--- config.mk ---
export PLATFORM = sky130hd
export DESIGN_NAME = rtck_core
export DESIGN_NICKNAME = d
export VERILOG_FILES = /design/src/include/rtck_pkg.sv /design/src/rtck_core.sv /design/src/rtck_xtal_sync.sv
export SDC_FILE = /design/constraint.sdc
export NUM_CORES = 1
export LEC_CHECK = 0
export CAP_MARGIN = 25
export CORE_MARGIN = 5
export CORE_UTILIZATION = 25
export DETAILED_ROUTE_END_ITERATION = 6
export DONT_BUFFER_PORTS = 1
export HOLD_SLACK_MARGIN = 0.1
export PLACE_DENSITY = 0.47
export SLEW_MARGIN = 25
export SYNTH_ARGS = -nofsm -noshare
export SYNTH_HDL_FRONTEND = slang
export SYNTH_SLANG_ARGS = --single-unit
--- constraint.sdc ---
create_clock -name core_clk -period 11.11 [get_ports core_clk]
set_input_delay 1.6665 -clock core_clk [delete_from_list [all_inputs] [get_ports core_clk]]
set_output_delay 1.6665 -clock core_clk [all_outputs]
set_load 0.03 [all_outputs]
--- src/include/rtck_pkg.sv ---
// constants and carrier types for the real-time clock timekeeping core
package rtck_pkg;

    // register byte addresses on the special function register bus
    localparam logic [7:0] RTCK_ADDR_CONFIG = 8'ha1;
    localparam logic [7:0] RTCK_ADDR_CENTI = 8'ha2;
    localparam logic [7:0] RTCK_ADDR_SEC = 8'ha3;
    localparam logic [7:0] RTCK_ADDR_MIN = 8'ha4;
    localparam logic [7:0] RTCK_ADDR_HOUR = 8'ha5;
    localparam logic [7:0] RTCK_ADDR_INTERVAL = 8'ha6;
    localparam logic [7:0] RTCK_ADDR_KEY = 8'hc1;
    localparam logic [7:0] RTCK_ADDR_NOM_TRIM = 8'hf6;
    localparam logic [7:0] RTCK_ADDR_THERM_TRIM = 8'hf7;
    localparam logic [7:0] RTCK_ADDR_IRQ_CFG = 8'hff;

    // unlock value for the timekeeping registers
    localparam logic [7:0] RTCK_TIME_KEY = 8'hea;

    // reset values
    localparam logic [7:0] RTCK_CONFIG_RST = 8'h01;
    localparam logic [7:0] RTCK_KEY_RST = 8'h00;
    localparam logic [7:0] RTCK_IRQ_CFG_RST = 8'h00;
    localparam logic [7:0] RTCK_INTERVAL_RST = 8'h00;
    localparam logic [7:0] RTCK_TRIM_RST = 8'h00;
    localparam logic [7:0] RTCK_RDATA_RST = 8'h00;

    // counter limits
    localparam logic [7:0] RTCK_CENTI_MAX = 8'h63;
    localparam logic [7:0] RTCK_SEC_MAX = 8'h3b;
    localparam logic [7:0] RTCK_MIN_MAX = 8'h3b;
    localparam logic [7:0] RTCK_HOUR24_MAX = 8'h17;
    localparam logic [7:0] RTCK_HOUR256_MAX = 8'hff;

    // crystal rate and the fractional divider down to hundredths
    localparam int unsigned RTCK_XTAL_HZ = 32768;
    localparam int unsigned RTCK_CENTI_PER_S = 100;
    localparam logic signed [17:0] RTCK_ACC_WRAP = 18'(RTCK_XTAL_HZ);
    localparam logic signed [17:0] RTCK_ACC_STEP = 18'(RTCK_CENTI_PER_S);
    // count of the last crystal tick in a 1/128 s slot, also the trim period
    localparam logic [7:0] RTCK_SLOT_LAST = 8'(RTCK_XTAL_HZ / 128 - 1);

    typedef enum logic [1:0] {
        RTCK_BASE_128TH = 2'h0,
        RTCK_BASE_SEC = 2'h1,
        RTCK_BASE_MIN = 2'h2,
        RTCK_BASE_HOUR = 2'h3
    } rtck_base_t;

    typedef struct packed {
        logic midnight;
        logic day_length_select;
        rtck_base_t interval_base_select;
        logic single_shot_select;
        logic alarm;
        logic interval_timer_on;
        logic resv;
    } rtck_cfg_t;

    typedef struct packed {
        logic [7:0] hour;
        logic [7:0] min;
        logic [7:0] sec;
        logic [7:0] centi;
    } rtck_time_t;

    typedef struct packed {
        rtck_time_t tm;
        rtck_cfg_t cfg;
        logic [7:0] key;
        logic [7:0] irq_cfg;
        logic [7:0] nom_trim;
        logic [7:0] therm_trim;
        logic [7:0] interval;
        logic [15:0] acc;
        logic [7:0] slot_cnt;
        logic [7:0] ivl_cnt;
        logic ivl_done;
        logic [7:0] rdata;
        logic sleep_ok;
    } rtck_state_t;

    typedef struct packed {
        logic s1;
        logic s2;
        logic s3;
        logic level;
        logic rise;
    } rtck_sync_t;

endpackage : rtck_pkg

--- src/rtck_core.sv ---
// real-time clock timekeeping core on the special function register bus
//
// Notes on behaviour
// timebase is the 32.768 kHz crystal only
// nominal and thermal trims correct the divider
// counting continues in every low-power mode
// watchdog and pin resets keep the counters
// only power-on reset clears the counters
// registers are whole bytes, no bit access
// fixed register addresses on the bus
// protected writes need the unlock key loaded
// software loads the key before protected writes
// software zeroes the key afterwards
// midnight flag sets on rollover to zero
// midnight flag holds until software or a warm reset clears it
// 24-hour mode flags midnight once daily
// set midnight flag blocks deepest sleep entry
// day length 0: hours wrap 255 to 0
// day length 1: hours wrap 23 to 0
// day length bit survives warm resets
// base codes 00 1/128 s, 01 second
// single-shot selects one alarm or repeating
// software cannot set the alarm flag
// timer off holds interval counter at zero
// base codes 10 minute, 11 hour
`timescale 1ns/100ps
module rtck_core import rtck_pkg::*; (
    input wire logic core_clk,
    input wire logic rst_n,
    input wire logic warm_rst_n,
    input wire logic xtal_in,
    input wire logic [7:0] sfr_addr,
    input wire logic sfr_wr,
    input wire logic sfr_rd,
    input wire logic [7:0] sfr_wdata,
    output logic [7:0] sfr_rdata,
    output logic midnight_flag,
    output logic alarm_flag,
    output logic [7:0] irq_pin_config,
    output logic deep_sleep_ok
);
    rtck_state_t st;
    rtck_state_t next_st;

    logic xtal_tick;
    logic slot_tick;
    logic signed [8:0] trim_sum;
    logic signed [17:0] acc_sum;
    logic centi_tick;
    logic sec_tick;
    logic min_tick;
    logic hour_tick;
    logic day_wrap;
    logic [7:0] hour_top;
    logic base_tick;
    logic ivl_hit;
    logic unlocked;
    logic wr_cfg;
    logic [7:0] rd_mux;

    // crystal edges arrive from outside the core clock domain
    rtck_xtal_sync u_sync (
        .core_clk(core_clk),
        .rst_n(rst_n),
        .xtal_in(xtal_in),
        .xtal_rise(xtal_tick)
    );

    // one slot is 256 crystal edges, 1/128 s; trims apply once per slot
    assign slot_tick = xtal_tick && (st.slot_cnt == RTCK_SLOT_LAST);
    assign trim_sum = 9'(signed'(st.nom_trim)) + 9'(signed'(st.therm_trim));

    // fractional divider: 100 per edge, wrap at 32768 gives hundredths
    always_comb begin
        acc_sum = signed'({2'b00, st.acc});
        if (xtal_tick) begin
            acc_sum = acc_sum + RTCK_ACC_STEP;
        end
        if (slot_tick) begin
            acc_sum = acc_sum + 18'(trim_sum);
        end
        if (acc_sum < 18'sd0) begin
            acc_sum = 18'sd0;
        end
    end

    assign centi_tick = acc_sum >= RTCK_ACC_WRAP;
    assign sec_tick = centi_tick && (st.tm.centi == RTCK_CENTI_MAX);
    assign min_tick = sec_tick && (st.tm.sec == RTCK_SEC_MAX);
    assign hour_tick = min_tick && (st.tm.min == RTCK_MIN_MAX);
    assign hour_top = st.cfg.day_length_select ? RTCK_HOUR24_MAX
                                               : RTCK_HOUR256_MAX;
    // a wrap from the top hour lands on 00:00:00:00
    assign day_wrap = hour_tick && (st.tm.hour >= hour_top);

    always_comb begin
        case (st.cfg.interval_base_select)
            RTCK_BASE_128TH: base_tick = slot_tick;
            RTCK_BASE_SEC: base_tick = sec_tick;
            RTCK_BASE_MIN: base_tick = min_tick;
            RTCK_BASE_HOUR: base_tick = hour_tick;
            default: base_tick = 1'b0;
        endcase
    end

    // an interval of zero only fires after a full 256-count wrap
    assign ivl_hit = st.cfg.interval_timer_on && !st.ivl_done && base_tick
                     && (8'(st.ivl_cnt + 8'h01) == st.interval);

    assign unlocked = (st.key == RTCK_TIME_KEY);
    assign wr_cfg = sfr_wr && (sfr_addr == RTCK_ADDR_CONFIG);

    // whole-byte decode only; the bus has no bit-address path
    always_comb begin
        case (sfr_addr)
            RTCK_ADDR_CONFIG: rd_mux = st.cfg;
            RTCK_ADDR_CENTI: rd_mux = st.tm.centi;
            RTCK_ADDR_SEC: rd_mux = st.tm.sec;
            RTCK_ADDR_MIN: rd_mux = st.tm.min;
            RTCK_ADDR_HOUR: rd_mux = st.tm.hour;
            RTCK_ADDR_INTERVAL: rd_mux = st.interval;
            RTCK_ADDR_KEY: rd_mux = st.key;
            RTCK_ADDR_NOM_TRIM: rd_mux = st.nom_trim;
            RTCK_ADDR_THERM_TRIM: rd_mux = st.therm_trim;
            RTCK_ADDR_IRQ_CFG: rd_mux = st.irq_cfg;
            default: rd_mux = 8'h00;
        endcase
    end

    always_comb begin
        next_st = st;

        // counting never looks at any power mode input
        if (xtal_tick) begin
            next_st.slot_cnt = 8'(st.slot_cnt + 8'h01);
        end
        next_st.acc = centi_tick ? 16'(acc_sum - RTCK_ACC_WRAP)
                                 : 16'(acc_sum);
        if (centi_tick) begin
            next_st.tm.centi = sec_tick ? 8'h00
                                        : 8'(st.tm.centi + 8'h01);
        end
        if (sec_tick) begin
            next_st.tm.sec = min_tick ? 8'h00 : 8'(st.tm.sec + 8'h01);
        end
        if (min_tick) begin
            next_st.tm.min = hour_tick ? 8'h00 : 8'(st.tm.min + 8'h01);
        end
        if (hour_tick) begin
            next_st.tm.hour = day_wrap ? 8'h00
                                       : 8'(st.tm.hour + 8'h01);
        end

        // interval timer
        if (base_tick && st.cfg.interval_timer_on && !st.ivl_done) begin
            next_st.ivl_cnt = ivl_hit ? 8'h00 : 8'(st.ivl_cnt + 8'h01);
        end
        if (ivl_hit && st.cfg.single_shot_select) begin
            next_st.ivl_done = 1'b1;
        end

        // register writes; protected time writes beat the tick
        if (sfr_wr) begin
            case (sfr_addr)
                RTCK_ADDR_CONFIG: begin
                    next_st.cfg.day_length_select = sfr_wdata[6];
                    next_st.cfg.interval_base_select =
                        rtck_base_t'(sfr_wdata[5:4]);
                    next_st.cfg.single_shot_select = sfr_wdata[3];
                    next_st.cfg.interval_timer_on = sfr_wdata[1];
                    next_st.cfg.resv = sfr_wdata[0];
                    // flags: a written 0 clears, a written 1 is ignored
                    next_st.cfg.midnight = st.cfg.midnight && sfr_wdata[7];
                    next_st.cfg.alarm = st.cfg.alarm && sfr_wdata[2];
                end
                RTCK_ADDR_CENTI: begin
                    if (unlocked) begin
                        next_st.tm.centi = sfr_wdata;
                        next_st.acc = 16'h0000;
                    end
                end
                RTCK_ADDR_SEC: begin
                    if (unlocked) begin
                        next_st.tm.sec = sfr_wdata;
                    end
                end
                RTCK_ADDR_MIN: begin
                    if (unlocked) begin
                        next_st.tm.min = sfr_wdata;
                    end
                end
                RTCK_ADDR_HOUR: begin
                    if (unlocked) begin
                        next_st.tm.hour = sfr_wdata;
                    end
                end
                RTCK_ADDR_IRQ_CFG: begin
                    if (unlocked) begin
                        next_st.irq_cfg = sfr_wdata;
                    end
                end
                RTCK_ADDR_INTERVAL: next_st.interval = sfr_wdata;
                RTCK_ADDR_KEY: next_st.key = sfr_wdata;
                RTCK_ADDR_NOM_TRIM: next_st.nom_trim = sfr_wdata;
                RTCK_ADDR_THERM_TRIM: next_st.therm_trim = sfr_wdata;
                default: next_st.key = st.key;
            endcase
        end

        // hardware set wins over a same-cycle software clear
        if (day_wrap) begin
            next_st.cfg.midnight = 1'b1;
        end
        if (ivl_hit) begin
            next_st.cfg.alarm = 1'b1;
        end

        // a stopped timer is held at zero and rearms a single shot
        if (!next_st.cfg.interval_timer_on) begin
            next_st.ivl_cnt = 8'h00;
            next_st.ivl_done = 1'b0;
        end

        if (sfr_rd) begin
            next_st.rdata = rd_mux;
        end

        // warm reset: time, divider and day length ride through
        if (!warm_rst_n) begin
            next_st.cfg = rtck_cfg_t'(RTCK_CONFIG_RST);
            next_st.cfg.day_length_select = st.cfg.day_length_select;
            next_st.key = RTCK_KEY_RST;
            next_st.irq_cfg = RTCK_IRQ_CFG_RST;
            next_st.interval = RTCK_INTERVAL_RST;
            next_st.nom_trim = RTCK_TRIM_RST;
            next_st.therm_trim = RTCK_TRIM_RST;
            next_st.ivl_cnt = 8'h00;
            next_st.ivl_done = 1'b0;
            next_st.rdata = RTCK_RDATA_RST;
        end

        next_st.sleep_ok = !next_st.cfg.midnight;
    end

    // only the power-on reset reaches the time counters
    always_ff @(posedge core_clk or negedge rst_n) begin
        if (!rst_n) begin
            st <= '0;
            st.cfg <= rtck_cfg_t'(RTCK_CONFIG_RST);
            st.sleep_ok <= 1'b1;
        end else begin
            st <= next_st;
        end
    end

    assign sfr_rdata = st.rdata;
    assign midnight_flag = st.cfg.midnight;
    assign alarm_flag = st.cfg.alarm;
    assign irq_pin_config = st.irq_cfg;
    assign deep_sleep_ok = st.sleep_ok;
endmodule : rtck_core

--- src/rtck_xtal_sync.sv ---
// crystal clock synchroniser and rising edge detector
`timescale 1ns/100ps
module rtck_xtal_sync import rtck_pkg::*; (
    input wire logic core_clk,
    input wire logic rst_n,
    input wire logic xtal_in,
    output logic xtal_rise
);
    rtck_sync_t st;
    rtck_sync_t next_st;

    always_comb begin
        next_st = st;
        next_st.s1 = xtal_in;
        next_st.s2 = st.s1;
        next_st.s3 = st.s2;
        next_st.rise = 1'b0;
        // the level moves only once the second and third stages agree
        if (st.s2 == st.s3) begin
            next_st.level = st.s3;
            next_st.rise = st.s3 && !st.level;
        end
    end

    always_ff @(posedge core_clk or negedge rst_n) begin
        if (!rst_n) begin
            st <= '0;
        end else begin
            st <= next_st;
        end
    end

    assign xtal_rise = st.rise;
endmodule : rtck_xtal_sync

* Yosys cells after proc, flatten, opt, wreduce, memory -nomap -nowiden
Cells that the tools add are included.
** Word-level totals
- Bits of input ports :: 22
- Output and inout bits :: 19
- Memory bits (writable) :: 0
- Word-level logic and storage cells :: 142
- Bits in latches :: 0
- Memories kept :: 0
- Register bits :: 127
- Memory bits (read-only) :: 0
** Operators by class
- Bitwise gates (word level) :: 0
- $add $sub $neg :: 10
- Shift-type cells :: 0
- Reduce and logical (&&, ||, !) cells :: 26
- Order comparisons :: 3
- Multiply operators :: 0
- Eq/ne operators :: 33
- Muxes and demuxes :: 43
- Div/mod/pow operators :: 0
** Operators with widths (number)
- 8-bit two-way mux :: 27
- 8-bit == test, second input constant :: 12
- 96-bit two-way mux :: 1
- 8-bit one-hot mux with 10 select lines :: 1
- 8-bit by 1-bit adder with 8-bit output, second input constant :: 6
- 16-bit two-way mux :: 3
- 48-bit two-way mux :: 1
- 18-bit two-way mux :: 2
- 17-bit two-way mux :: 2
- 18-bit by 9-bit adder with 18-bit output :: 1
- 18-bit by 17-bit >= comparator with 1-bit output, second input constant :: 1
- 18-bit by 1-bit < comparator with 1-bit output, second input constant :: 1
- 2-bit by 1-bit inequality test with 1-bit output, second input constant :: 9
- 16-bit by 7-bit adder with 17-bit output, second input constant :: 1
- 8-bit by 6-bit == test with 1-bit output, second input constant :: 2
- 16-bit subtractor, second input constant :: 1
- 1-bit logical AND :: 14
- 2-bit AND reduction :: 6
- 8-bit by 8-bit adder with 9-bit output :: 1
- 9-bit two-way mux :: 1
- 8-bit by 7-bit == test with 1-bit output, second input constant :: 1
- 8-bit == test :: 1
- 8-bit >= comparator :: 1
- 3-bit by 1-bit inequality test with 1-bit output, second input constant :: 2
- 9 further kinds :: 17

* Logic depth before layout (Yosys ltp)
Gate-level depths: netlist of run 1.
- Depth after elaboration :: 19
- Gate-level depth with buffers :: 20
- Mapped depth without buffers :: 17

* Hierarchy
From an unflattened synthesis of run 1, not the netlist that was laid out.
** Unflattened totals
- Cell total of the unflattened synthesis :: 932
- Area, all modules :: 8468.1 µm²
** By module, submodules not included
- rtck_core :: area each 8321.7 µm², instances 1, seq. area each 3055.4 µm², cells an instance 925
- rtck_xtal_sync :: area each 146.4 µm², instances 1, seq. area each 125.1 µm², cells an instance 7

* Worst setup path before layout of run 1
No wires, ideal clock.
- Kind :: register to register
- Start :: reg st[28] in the netlist's numbering
- End :: reg st[113] in the netlist's numbering
- Path slack :: 6.932 ns
- Buffers on the path :: 2
- Data required time :: 11.041 ns
- Period minus slack after synthesis :: 4.178 ns
- Cell stages (with the launch flop) :: 19
- Setup time :: 0.069 ns
- Arrival time :: 4.109 ns
- Path through :: dfrtp_1 ha_1 a21o_1 o21a_1 nand3_1 xor2_1 fa_1 inv_1 ha_1 clkbuf_1 nand4_1 nor2_1 o211ai_1 a311o_1 and2_4 buf_6 or4_4 or4_1 nand3_1
** RTL lines
- start, declared :: line rtck_core.sv:42 : rtck_state_t st;
- start signal, assigned :: line rtck_core.sv:252 : st <= next_st;

==> results_dict.tcl, run 1 <==
set metrics [dict create \
    hp-class "register to register" \
    worstHoldPathCells 0 \
    drc 3 \
    tns_ns 0 \
    fin_ws_ns 6.20 \
    ff2ff_setup_slack_ns 6.20 \
    drtIter0Drc 769 \
    max_freq_mhz 204 \
    syn_area_sq_um 8620 \
    area_growth_pct 10.6 \
    place_area_sq_um 8960 \
    overflow 0 \
    power_mw 1.24 \
    crit_path_start_kind "register" \
    die_w_microns 196 \
    clock_skew_ns 0.0117 \
    tightest_slew_ns 0.975 \
    fin_crit_sh 0.442 \
    cts_made_buffers 17 \
    pre_cts_ws_ns 6.27 \
    grt_pass1_wl_microns 43400 \
    synth_fa_ha_area_frac 0.0844 \
    postLayoutCoreUtil 0.278 \
    synth.area.top_cells "dfrtp_1 (36%), nand2_1 (5.6%), fa_1 (4.4%)" \
    synth.distinct_cells 77 \
    drtAntennaViolNets 0 \
    port_buffers 0 \
    pin_count 41 \
    insertedDiodeCount 0 \
    synthArstFlopShare 1.00 \
    syn_nets 1033 \
    first_pass_iters 7 \
    drt_wl_total_microns 27700 \
    synth_top_area_cell "dfrtp_1" \
    synthTopCellsByCount "nand2_1 (128), dfrtp_1 (125), nand3_1 (76)" \
    cts_tree "done" \
    dieArea_sq_um 38300 \
    nets 996 \
    drv_cap 0 \
    grt_max_degree 128 \
    viasPerCell 5.24 \
    yosysSeqAreaShare 0.369 \
    r2r-end "st[103]" \
    post_cts_buffers 0 \
    drv_slew 0 \
    synth_compound_area_frac 0.187 \
    grt_pass1_vias 7165 \
    antenna_found_initial 0 \
    min_period_ns 4.91 \
    critPathMaxFanout 15 \
    hpwlAfterDp_microns 19100 \
    slew_headroom 0.346 \
    rsz0062_at_grt "no" \
    avgSynthCellArea_sq_um 8.94 \
    grt_util_all_layers 0.145 \
    cts_sinks 127 \
    die_y_microns 196 \
    syn_inst 965 \
    synth_simple_gate_area_frac 0.234 \
    cts_hold_buf 0 \
    hold_end "u_sync.next_st[2]" \
    vdd_ir_drop_max_uv 77.0 \
    gp_congestion 0.823 \
    worstPathRequired_ns 11.47 \
    yosysMostFrequentCell "nand2_1" \
    end_kind "register" \
    muxShareOfSynthArea 0.0190 \
    violations "DRC" \
    fillers 3634 \
    min_from "u_sync.next_st[3]" \
    synth_xor_area_frac 0.0538 \
    p_per_area_nw_per_um2 130 \
    cts_max_level 4 \
    root_buffer "clkbuf_16" \
    worstSkewPairLatency_ns 0.44 \
    synth-edff-count 0 \
    reg2reg_from "u_sync.xtal_rise" \
    final_area_sq_um 9540 \
    status "finished, violations left" \
    initial_core_util 0.252 \
    wire_per_inst_microns 19.8 \
    synthFlopType "dfrtp_1" \
    setup_viol 0 \
    cp.arrival_ns 5.27 \
    seqCellArea_sq_um 3180 \
    hold_viol_final 0 \
    multi_input_area_sq_um 5000 \
    ys_ff_latch 127 \
    cts_resized 0 \
    final_layout_size_suffix_gt1_frac 0.0755 \
    worstSetupPathType "register to register" \
    clk_pin_slew_ns 0.06 \
    coreArea_sq_um 34300 \
    vias 7314 \
    cts_buffer_depth 2 \
    p_leak_nw 3.77 \
    yosysWarnings 0 \
    rr_worst_depth 16 \
    synth_top_family_by_area "simple AND/OR/NAND/NOR gates" \
    yosysTopAreaCellShare 0.363 \
    rows 68 \
]
[metal layers]
metal  up-vias  global-route usage  share of wire
met5         -                   0              0
met4         0              0.0414          0.019
met3        34              0.0313          0.062
met2       233               0.228           0.46
met1      3619               0.200           0.46
li1       3428                   -              -
[power by group]
part / switching [mW] / internal [mW]
logic: 0.0853 / 0.0707
clock network: 0.231 / 0.336
registers: 0.0301 / 0.489
total: 0.346 / 0.896
[flip-flops by register name (all words and copies together) (netlist names)]
register	cells
st	103
irq_pin_config	8
sfr_rdata	8
u_sync.next_st	2
u_sync.st	2
alarm_flag	1
deep_sleep_ok	1
midnight_flag	1
u_sync.xtal_rise	1
[worst max-delay path by stage]
stage | start | endpoint | slack (ns)
after detailed placement | u_sync.xtal_rise | st[100] | 6.27
after global placement | st[28] | st[101] | 6.34
after floorplan | st[28] | st[113] | 6.93
final | u_sync.xtal_rise | st[103] | 6.20
after global routing | u_sync.xtal_rise | st[100] | 5.73
after CTS | u_sync.xtal_rise | st[100] | 6.25
[layout make-up]
cell class,count,area share
multi-input cells,737,0.524
flip-flops and latches,127,0.333
well taps,455,0.0597
clock buffers,19,0.0464
clock inverters,12,0.0142
inverters,34,0.0134
repair buffers,11,0.00865
[cell usage in the layout, fill, tap and decap left out, drive strengths merged, types with 6 or more instances in the layout]
master	Yosys	layout
nand2	129	129
dfrtp	125	125
nand3	77	77
nor2	61	61
a21boi	44	44
inv	34	37
xnor2	32	32
ha	27	27
a21oi	26	26
xor2	21	21
a31oi	21	21
o21ai	21	21
nor3	21	21
nand4	20	20
fa	19	19
clkbuf	46	19
a222oi	16	16
a21o	14	14
mux2i	13	13
and3	13	13
a22o	12	12
nor4	12	12
and2	12	12
buf	21	11
a211oi	10	10
nand2b	9	9
a221oi	9	9
o211ai	7	7
nor2b	7	7
or4	7	7
or3b	6	6
[cells by family after synthesis]
group,count (synthesis)
buffers and inverters,101
muxes,16
AOI/OAI and AO/OA,218
DFF,127
and+or+nand+nor,403
adders and majority gates,47
xor gates and xnor gates,53
[stage by stage]
step / cells / hold WS [ns]
CTS: 1395 / 0.365
global placement: 1364 / 0.357
finish: 1395 / 0.359
floorplan: 965 / 0.331
global route: 1395 / 0.362
detailed placement: 1364 / 0.352
[critical path, stage by stage (launching register included)]
cell and delay [ns]:
dfrtp_1 0.64, inv_1 0.16, a21oi_1 0.36, nand2_1 0.12, xor2_1 0.18, fa_1 0.49, inv_1 0.04, ha_1 0.39
a21oi_1 0.22, o21ai_0 0.12, a221oi_1 0.29, o21ai_1 0.13, xor2_1 0.25, or3_1 0.29, nand2_1 0.41, or4_1 0.63
nand3_1 0.10
Power figures use the tool's default switching activity.
==> run 2, diff against run 1 <==
==> constraint.sdc (replaced) <==
create_clock -name core_clk -period 5 [get_ports core_clk]
set_input_delay 0.75 -clock core_clk [delete_from_list [all_inputs] [get_ports core_clk]]
set_output_delay 0.75 -clock core_clk [all_outputs]
set_load 0.03 [all_outputs]
==> run 2 against run 1 <==
Effect of this change: the flow still finishes with violations (DRC); combinational power is 140% higher; cell area is 0.89% higher; sequential power rose by 120%; sequential share of layout area is 0.29 points lower; utilization increased by 0.25 points; clock skew grew 0.012 ns; critical endpoint is now alarm_flag.
==> results_dict.tcl, run 2 (synthesis gave the netlist of run 1 again) <==
set metrics [dict create \
    status "finished, violations left" \
    violations "DRC" \
    seqPwrFrac 0.410 \
    min_period_ns 4.71 \
    drt_wl_total_microns 27400 \
    layout_commonest_cell "nand2_1" \
    fin_ws_ns 0.285 \
    pwr-share-comb 0.134 \
    critPathMaxFanout 8 \
    initial_core_util 0.252 \
    hold_viol_final 0 \
    antenna_found_initial 0 \
    hpwlAfterDp_microns 19400 \
    drv_cap 0 \
    root_buffer "clkbuf_16" \
    drtIter0Drc 759 \
    p_sw_frac 0.300 \
    largest_reg_flops 103 \
    vdd_ir_drop_max_uv 217 \
    power_frac_clock 0.456 \
    p_per_area_nw_per_um2 291 \
    first_pass_iters 7 \
    vias 7344 \
    wire_per_inst_microns 19.6 \
    die_y_microns 196 \
    drv_slew 0 \
    rr_worst_depth 17 \
    worstSetupPathType "register to register" \
    drc 6 \
    crit_path_start_kind "register" \
    pin_count 41 \
    coreArea_sq_um 34300 \
    cts_buffer_depth 2 \
    endpoint "alarm_flag" \
    cts_made_buffers 17 \
    pre_cts_ws_ns 0.326 \
    cts_tree "done" \
    overflow 0 \
    dieArea_sq_um 38300 \
    tns_ns 0 \
    fin_crit_sh 0.943 \
    largest_register "st" \
    rows 68 \
    slew_headroom 0.439 \
    viasPerCell 5.24 \
    startpoint "st[28]" \
    reg2reg_from "st[28]" \
    ff2ff_setup_slack_ns 0.29 \
    worstSkewPairLatency_ns 0.43 \
    tightest_slew_ns 0.839 \
    r2r-end "alarm_flag" \
    p_leak_nw 3.82 \
    setup_viol 0 \
    p_int_mw 1.96 \
    cts_max_level 4 \
    final_layout_size_suffix_gt1_frac 0.0835 \
    die_w_microns 196 \
    cp.arrival_ns 5.03 \
    hp-class "input pin to asynchronous set/reset pin" \
    power_mw 2.80 \
    clock_skew_ns 0.0237 \
    rsz0062_at_grt "yes" \
    port_buffers 0 \
    worstPathRequired_ns 5.31 \
    max_freq_mhz 212 \
    area_growth_pct 11.6 \
    nets 1001 \
    grt_max_degree 126 \
    gp_congestion 0.864 \
    grt_pass1_wl_microns 42800 \
    clk_pin_slew_ns 0.07 \
    insertedDiodeCount 0 \
    cts_sinks 127 \
    grt_pass1_vias 7076 \
    drtAntennaViolNets 0 \
    end_kind "register" \
    grt_util_all_layers 0.142 \
    layout_common_cells "nand2_1 (127), dfrtp_1 (125), nand3_1 (76)" \
    switching_power_uw 839 \
]
==> run 2: how the worst min path moves through the flow <==
stage / from / to / cells after the start
finish: rst_n / st[82] / 0
global route: rst_n / st[82] / 0
CTS: rst_n / st[82] / 0
detailed placement: u_sync.next_st[3] / u_sync.next_st[2] / 0
global placement: u_sync.next_st[3] / u_sync.next_st[2] / 0
floorplan: u_sync.next_st[3] / u_sync.next_st[2] / 0
==> run 2: layout make-up <==
type	instances	area (sq um)
Clock buffer	17	425
Clock inverter	15	176
Fill cell	3630	24700
Inverter	34	128
Multi-Input combinational cell	737	5010
Sequential cell	127	3180
Tap cell	455	569
Timing Repair Buffer	16	140
==> run 2: worst max-delay path, stage by stage (launching register included) <==
cell and delay [ns]:
dfrtp_1 0.41, ha_1 0.23, a21o_1 0.20, o21a_1 0.21, nand3_1 0.11, xor2_1 0.33, fa_1 0.47, inv_1 0.06
ha_1 0.31, a21oi_1 0.21, o211a_1 0.18, o31ai_1 0.08, a41oi_1 0.22, xnor2_1 0.14, or3_1 0.50, a22oi_2 0.42
nand2_2 0.23, a31o_2 0.29
==> run 2: stage by stage <==
| step | hold WS (ns) | utilization | std cells | cell area, sq um |
|---|---|---|---|---|
| floorplan | 0.331 | - | 965 | 8620 |
| global placement | 0.333 | 0.262 | 1367 | 8980 |
| detailed placement | 0.336 | 0.262 | 1368 | 8990 |
| CTS | 0.145 | 0.281 | 1401 | 9620 |
| global route | 0.145 | 0.281 | 1401 | 9630 |
| finish | 0.159 | 0.281 | 1401 | 9630 |
==> run 2: power groups by stage <==
| stage | registers (mW) | logic, mW | clock network (mW) |
|---|---|---|---|
| floorplan | 1.15 | 0.302 | 0 |
| global placement | 1.17 | 0.356 | 0 |
| detailed placement | 1.17 | 0.354 | 0 |
| CTS | 1.15 | 0.382 | 1.30 |
| global route | 1.16 | 0.430 | 1.34 |
| finish | 1.15 | 0.376 | 1.28 |
==> run 2: timing repair <==
item                                   CTS  global route
gates resized for setup                  0             2
setup buffers                            0             0
endpoints found under the hold margin  125             0
hold buffers                             1             0
setup endpoints to repair                0             8
==> run 2: metal layers <==
| layer | track usage | share of wire | up-vias |
|---|---|---|---|
| met2 | 0.219 | 0.45 | 231 |
| met4 | 0.0478 | 0.025 | 0 |
| met1 | 0.202 | 0.46 | 3612 |
| met5 | 0 | 0 | - |
| li1 | - | - | 3460 |
| met3 | 0.0246 | 0.058 | 41 |
==> run 3, diff against run 2 <==
--- a/config.mk
+++ b/config.mk
@@ -6,12 +6,15 @@
 export NUM_CORES = 1
 export LEC_CHECK = 0
 export CAP_MARGIN = 25
+export CELL_PAD_IN_SITES_DETAIL_PLACEMENT = 0
+export CELL_PAD_IN_SITES_GLOBAL_PLACEMENT = 1
+export CORE_ASPECT_RATIO = 1.5
 export CORE_MARGIN = 5
 export CORE_UTILIZATION = 25
 export DETAILED_ROUTE_END_ITERATION = 6
 export DONT_BUFFER_PORTS = 1
 export HOLD_SLACK_MARGIN = 0.1
-export PLACE_DENSITY = 0.47
+export PLACE_DENSITY = 0.55
 export SLEW_MARGIN = 25
 export SYNTH_ARGS = -nofsm -noshare
 export SYNTH_HDL_FRONTEND = slang
==> run 3 against run 2 <==
Effect of this change: the flow now finishes without violations; critical path depth is 3 higher; largest power group unchanged; routed wire length up 15%; sequential share of layout area decreased by 1.1 points; largest cell class unchanged.
==> results_dict.tcl, run 3 (synthesis gave the netlist of run 1 again) <==
set metrics [dict create \
    hold_viol_final 0 \
    die_y_microns 237 \
    crit_path_start_kind "register" \
    rows 83 \
    end_kind "register" \
    r2r-end "alarm_flag" \
    grt_util_all_layers 0.166 \
    min_period_ns 4.66 \
    drtAntennaViolNets 0 \
    startpoint "st[28]" \
    hp-class "input pin to asynchronous set/reset pin" \
    port_buffers 0 \
    setup_viol 0 \
    area_growth_pct 15.4 \
    drv_cap 0 \
    clk_pin_slew_ns 0.06 \
    layout_commonest_cell "nand2_1" \
    slew_headroom 0.294 \
    first_pass_iters 6 \
    antenna_found_initial 0 \
    endpoint "alarm_flag" \
    vdd_ir_drop_max_uv 245 \
    rr_worst_depth 20 \
    rsz0062_at_grt "no" \
    pin_count 41 \
    max_freq_mhz 215 \
    cts_made_buffers 17 \
    layout_common_cells "nand2_1 (128), dfrtp_1 (125), nand3_1 (75)" \
    nets 1035 \
    grt_pass1_wl_microns 48300 \
    viasPerCell 5.37 \
    reg2reg_from "st[28]" \
    largest_reg_flops 103 \
    ff2ff_setup_slack_ns 0.34 \
    final_layout_size_suffix_gt1_frac 0.120 \
    drv_slew 0 \
    status "completed" \
    p_per_area_nw_per_um2 298 \
    worstPathRequired_ns 5.33 \
    grt_max_degree 126 \
    worstSkewPairLatency_ns 0.44 \
    largest_register "st" \
    overflow 0 \
    gp_congestion 0.838 \
    root_buffer "clkbuf_16" \
    wire_per_inst_microns 22.5 \
    critPathMaxFanout 7 \
    vias 7548 \
    grt_pass1_vias 7693 \
    die_w_microns 162 \
    hpwlAfterDp_microns 22800 \
    cp.arrival_ns 4.98 \
    cts_sinks 127 \
    tightest_slew_ns 1.05 \
    initial_core_util 0.252 \
    tns_ns 0 \
    coreArea_sq_um 34200 \
    fin_crit_sh 0.931 \
    postLayoutCoreUtil 0.291 \
    clock_skew_ns 0.00896 \
    insertedDiodeCount 0 \
    cts_buffer_depth 2 \
    drt_wl_total_microns 31600 \
    p_leak_nw 4.04 \
    cts_max_level 4 \
    drtIter0Drc 686 \
    cts_tree "done" \
    whs_ns 0.148 \
    dieArea_sq_um 38400 \
    drc 0 \
    worstSetupPathType "register to register" \
]
==> run 3: cell types whose count changed in the layout (fill, tap and decap cells not counted), moves of 3 or more <==
cell	change
inv_8	-4
buf_4	+32
clkinv_2	+4
clkinv_4	-5
bufinv_16	+4
clkbuf_8	+3
==> run 3: how the worst min path moves through the flow <==
stage / slack, ns / to / startpoint
2_1_floorplan: 0.33 / u_sync.next_st[2] / u_sync.next_st[3]
3_3_place_gp: 0.34 / u_sync.next_st[2] / u_sync.next_st[3]
3_5_place_dp: 0.34 / u_sync.next_st[2] / u_sync.next_st[3]
4_1_cts: 0.12 / deep_sleep_ok / rst_n
5_1_grt: 0.12 / deep_sleep_ok / rst_n
6_report: 0.15 / deep_sleep_ok / rst_n
==> run 3: layout make-up <==
type	count	area (sq um)
inverters	34	128
flip-flops and latches	127	3180
well taps	425	532
clock buffers	21	470
fillers	3567	24200
repair buffers	49	400
clock inverters	11	185
multi-input cells	738	5060
==> run 3: routing by layer <==
layer	routed length [microns]	vias to the layer above	track usage
met3	1280	66	0.0304
met4	1730	0	0.0887
met2	17100	188	0.312
met5	0	-	0
met1	11400	3786	0.173
li1	-	3508	-
==> run 3: timing repair <==
item,CTS,global route
gates resized for setup,1,9
cloned,0,1
hold endpoints to repair,125,0
endpoints found under the setup margin,2,24
buffers inserted,0,8
pin swaps,0,3
hold buffers,1,0
==> run 3: metrics by stage <==
stage / setup slack [ns] / instances / area [sq um] / power (mW)
6_report: 0.343 / 1405 / 9960 / 2.97
5_1_grt: 0.0659 / 1405 / 9960 / 3.12
4_1_cts: 0.134 / 1396 / 9830 / 3.01
3_5_place_dp: 0.00361 / 1363 / 9140 / 1.55
3_3_place_gp: 0.121 / 1363 / 9140 / 1.55
2_1_floorplan: 0.822 / 965 / 8620 / 1.45
==> run 3: where the power goes <==
group          internal [mW]  switching [mW]
clock network          0.920           0.491
registers               1.09          0.0573
logic                  0.188           0.224
==> run 3: worst max-delay path, stage by stage (launching register included) <==
cell and delay [ns]:
dfrtp_1 0.38, ha_1 0.21, a21o_1 0.21, o21ai_1 0.14, buf_4 0.15, nor2_1 0.07
xnor2_2 0.15, fa_1 0.48, inv_1 0.04, ha_1 0.38, a21oi_2 0.18, nand2_1 0.06
a221oi_1 0.36, o21ai_1 0.18, xor2_2 0.19, buf_4 0.17, or3_4 0.40, a22oi_2 0.20
buf_4 0.17, nand2_2 0.14, a31o_2 0.26
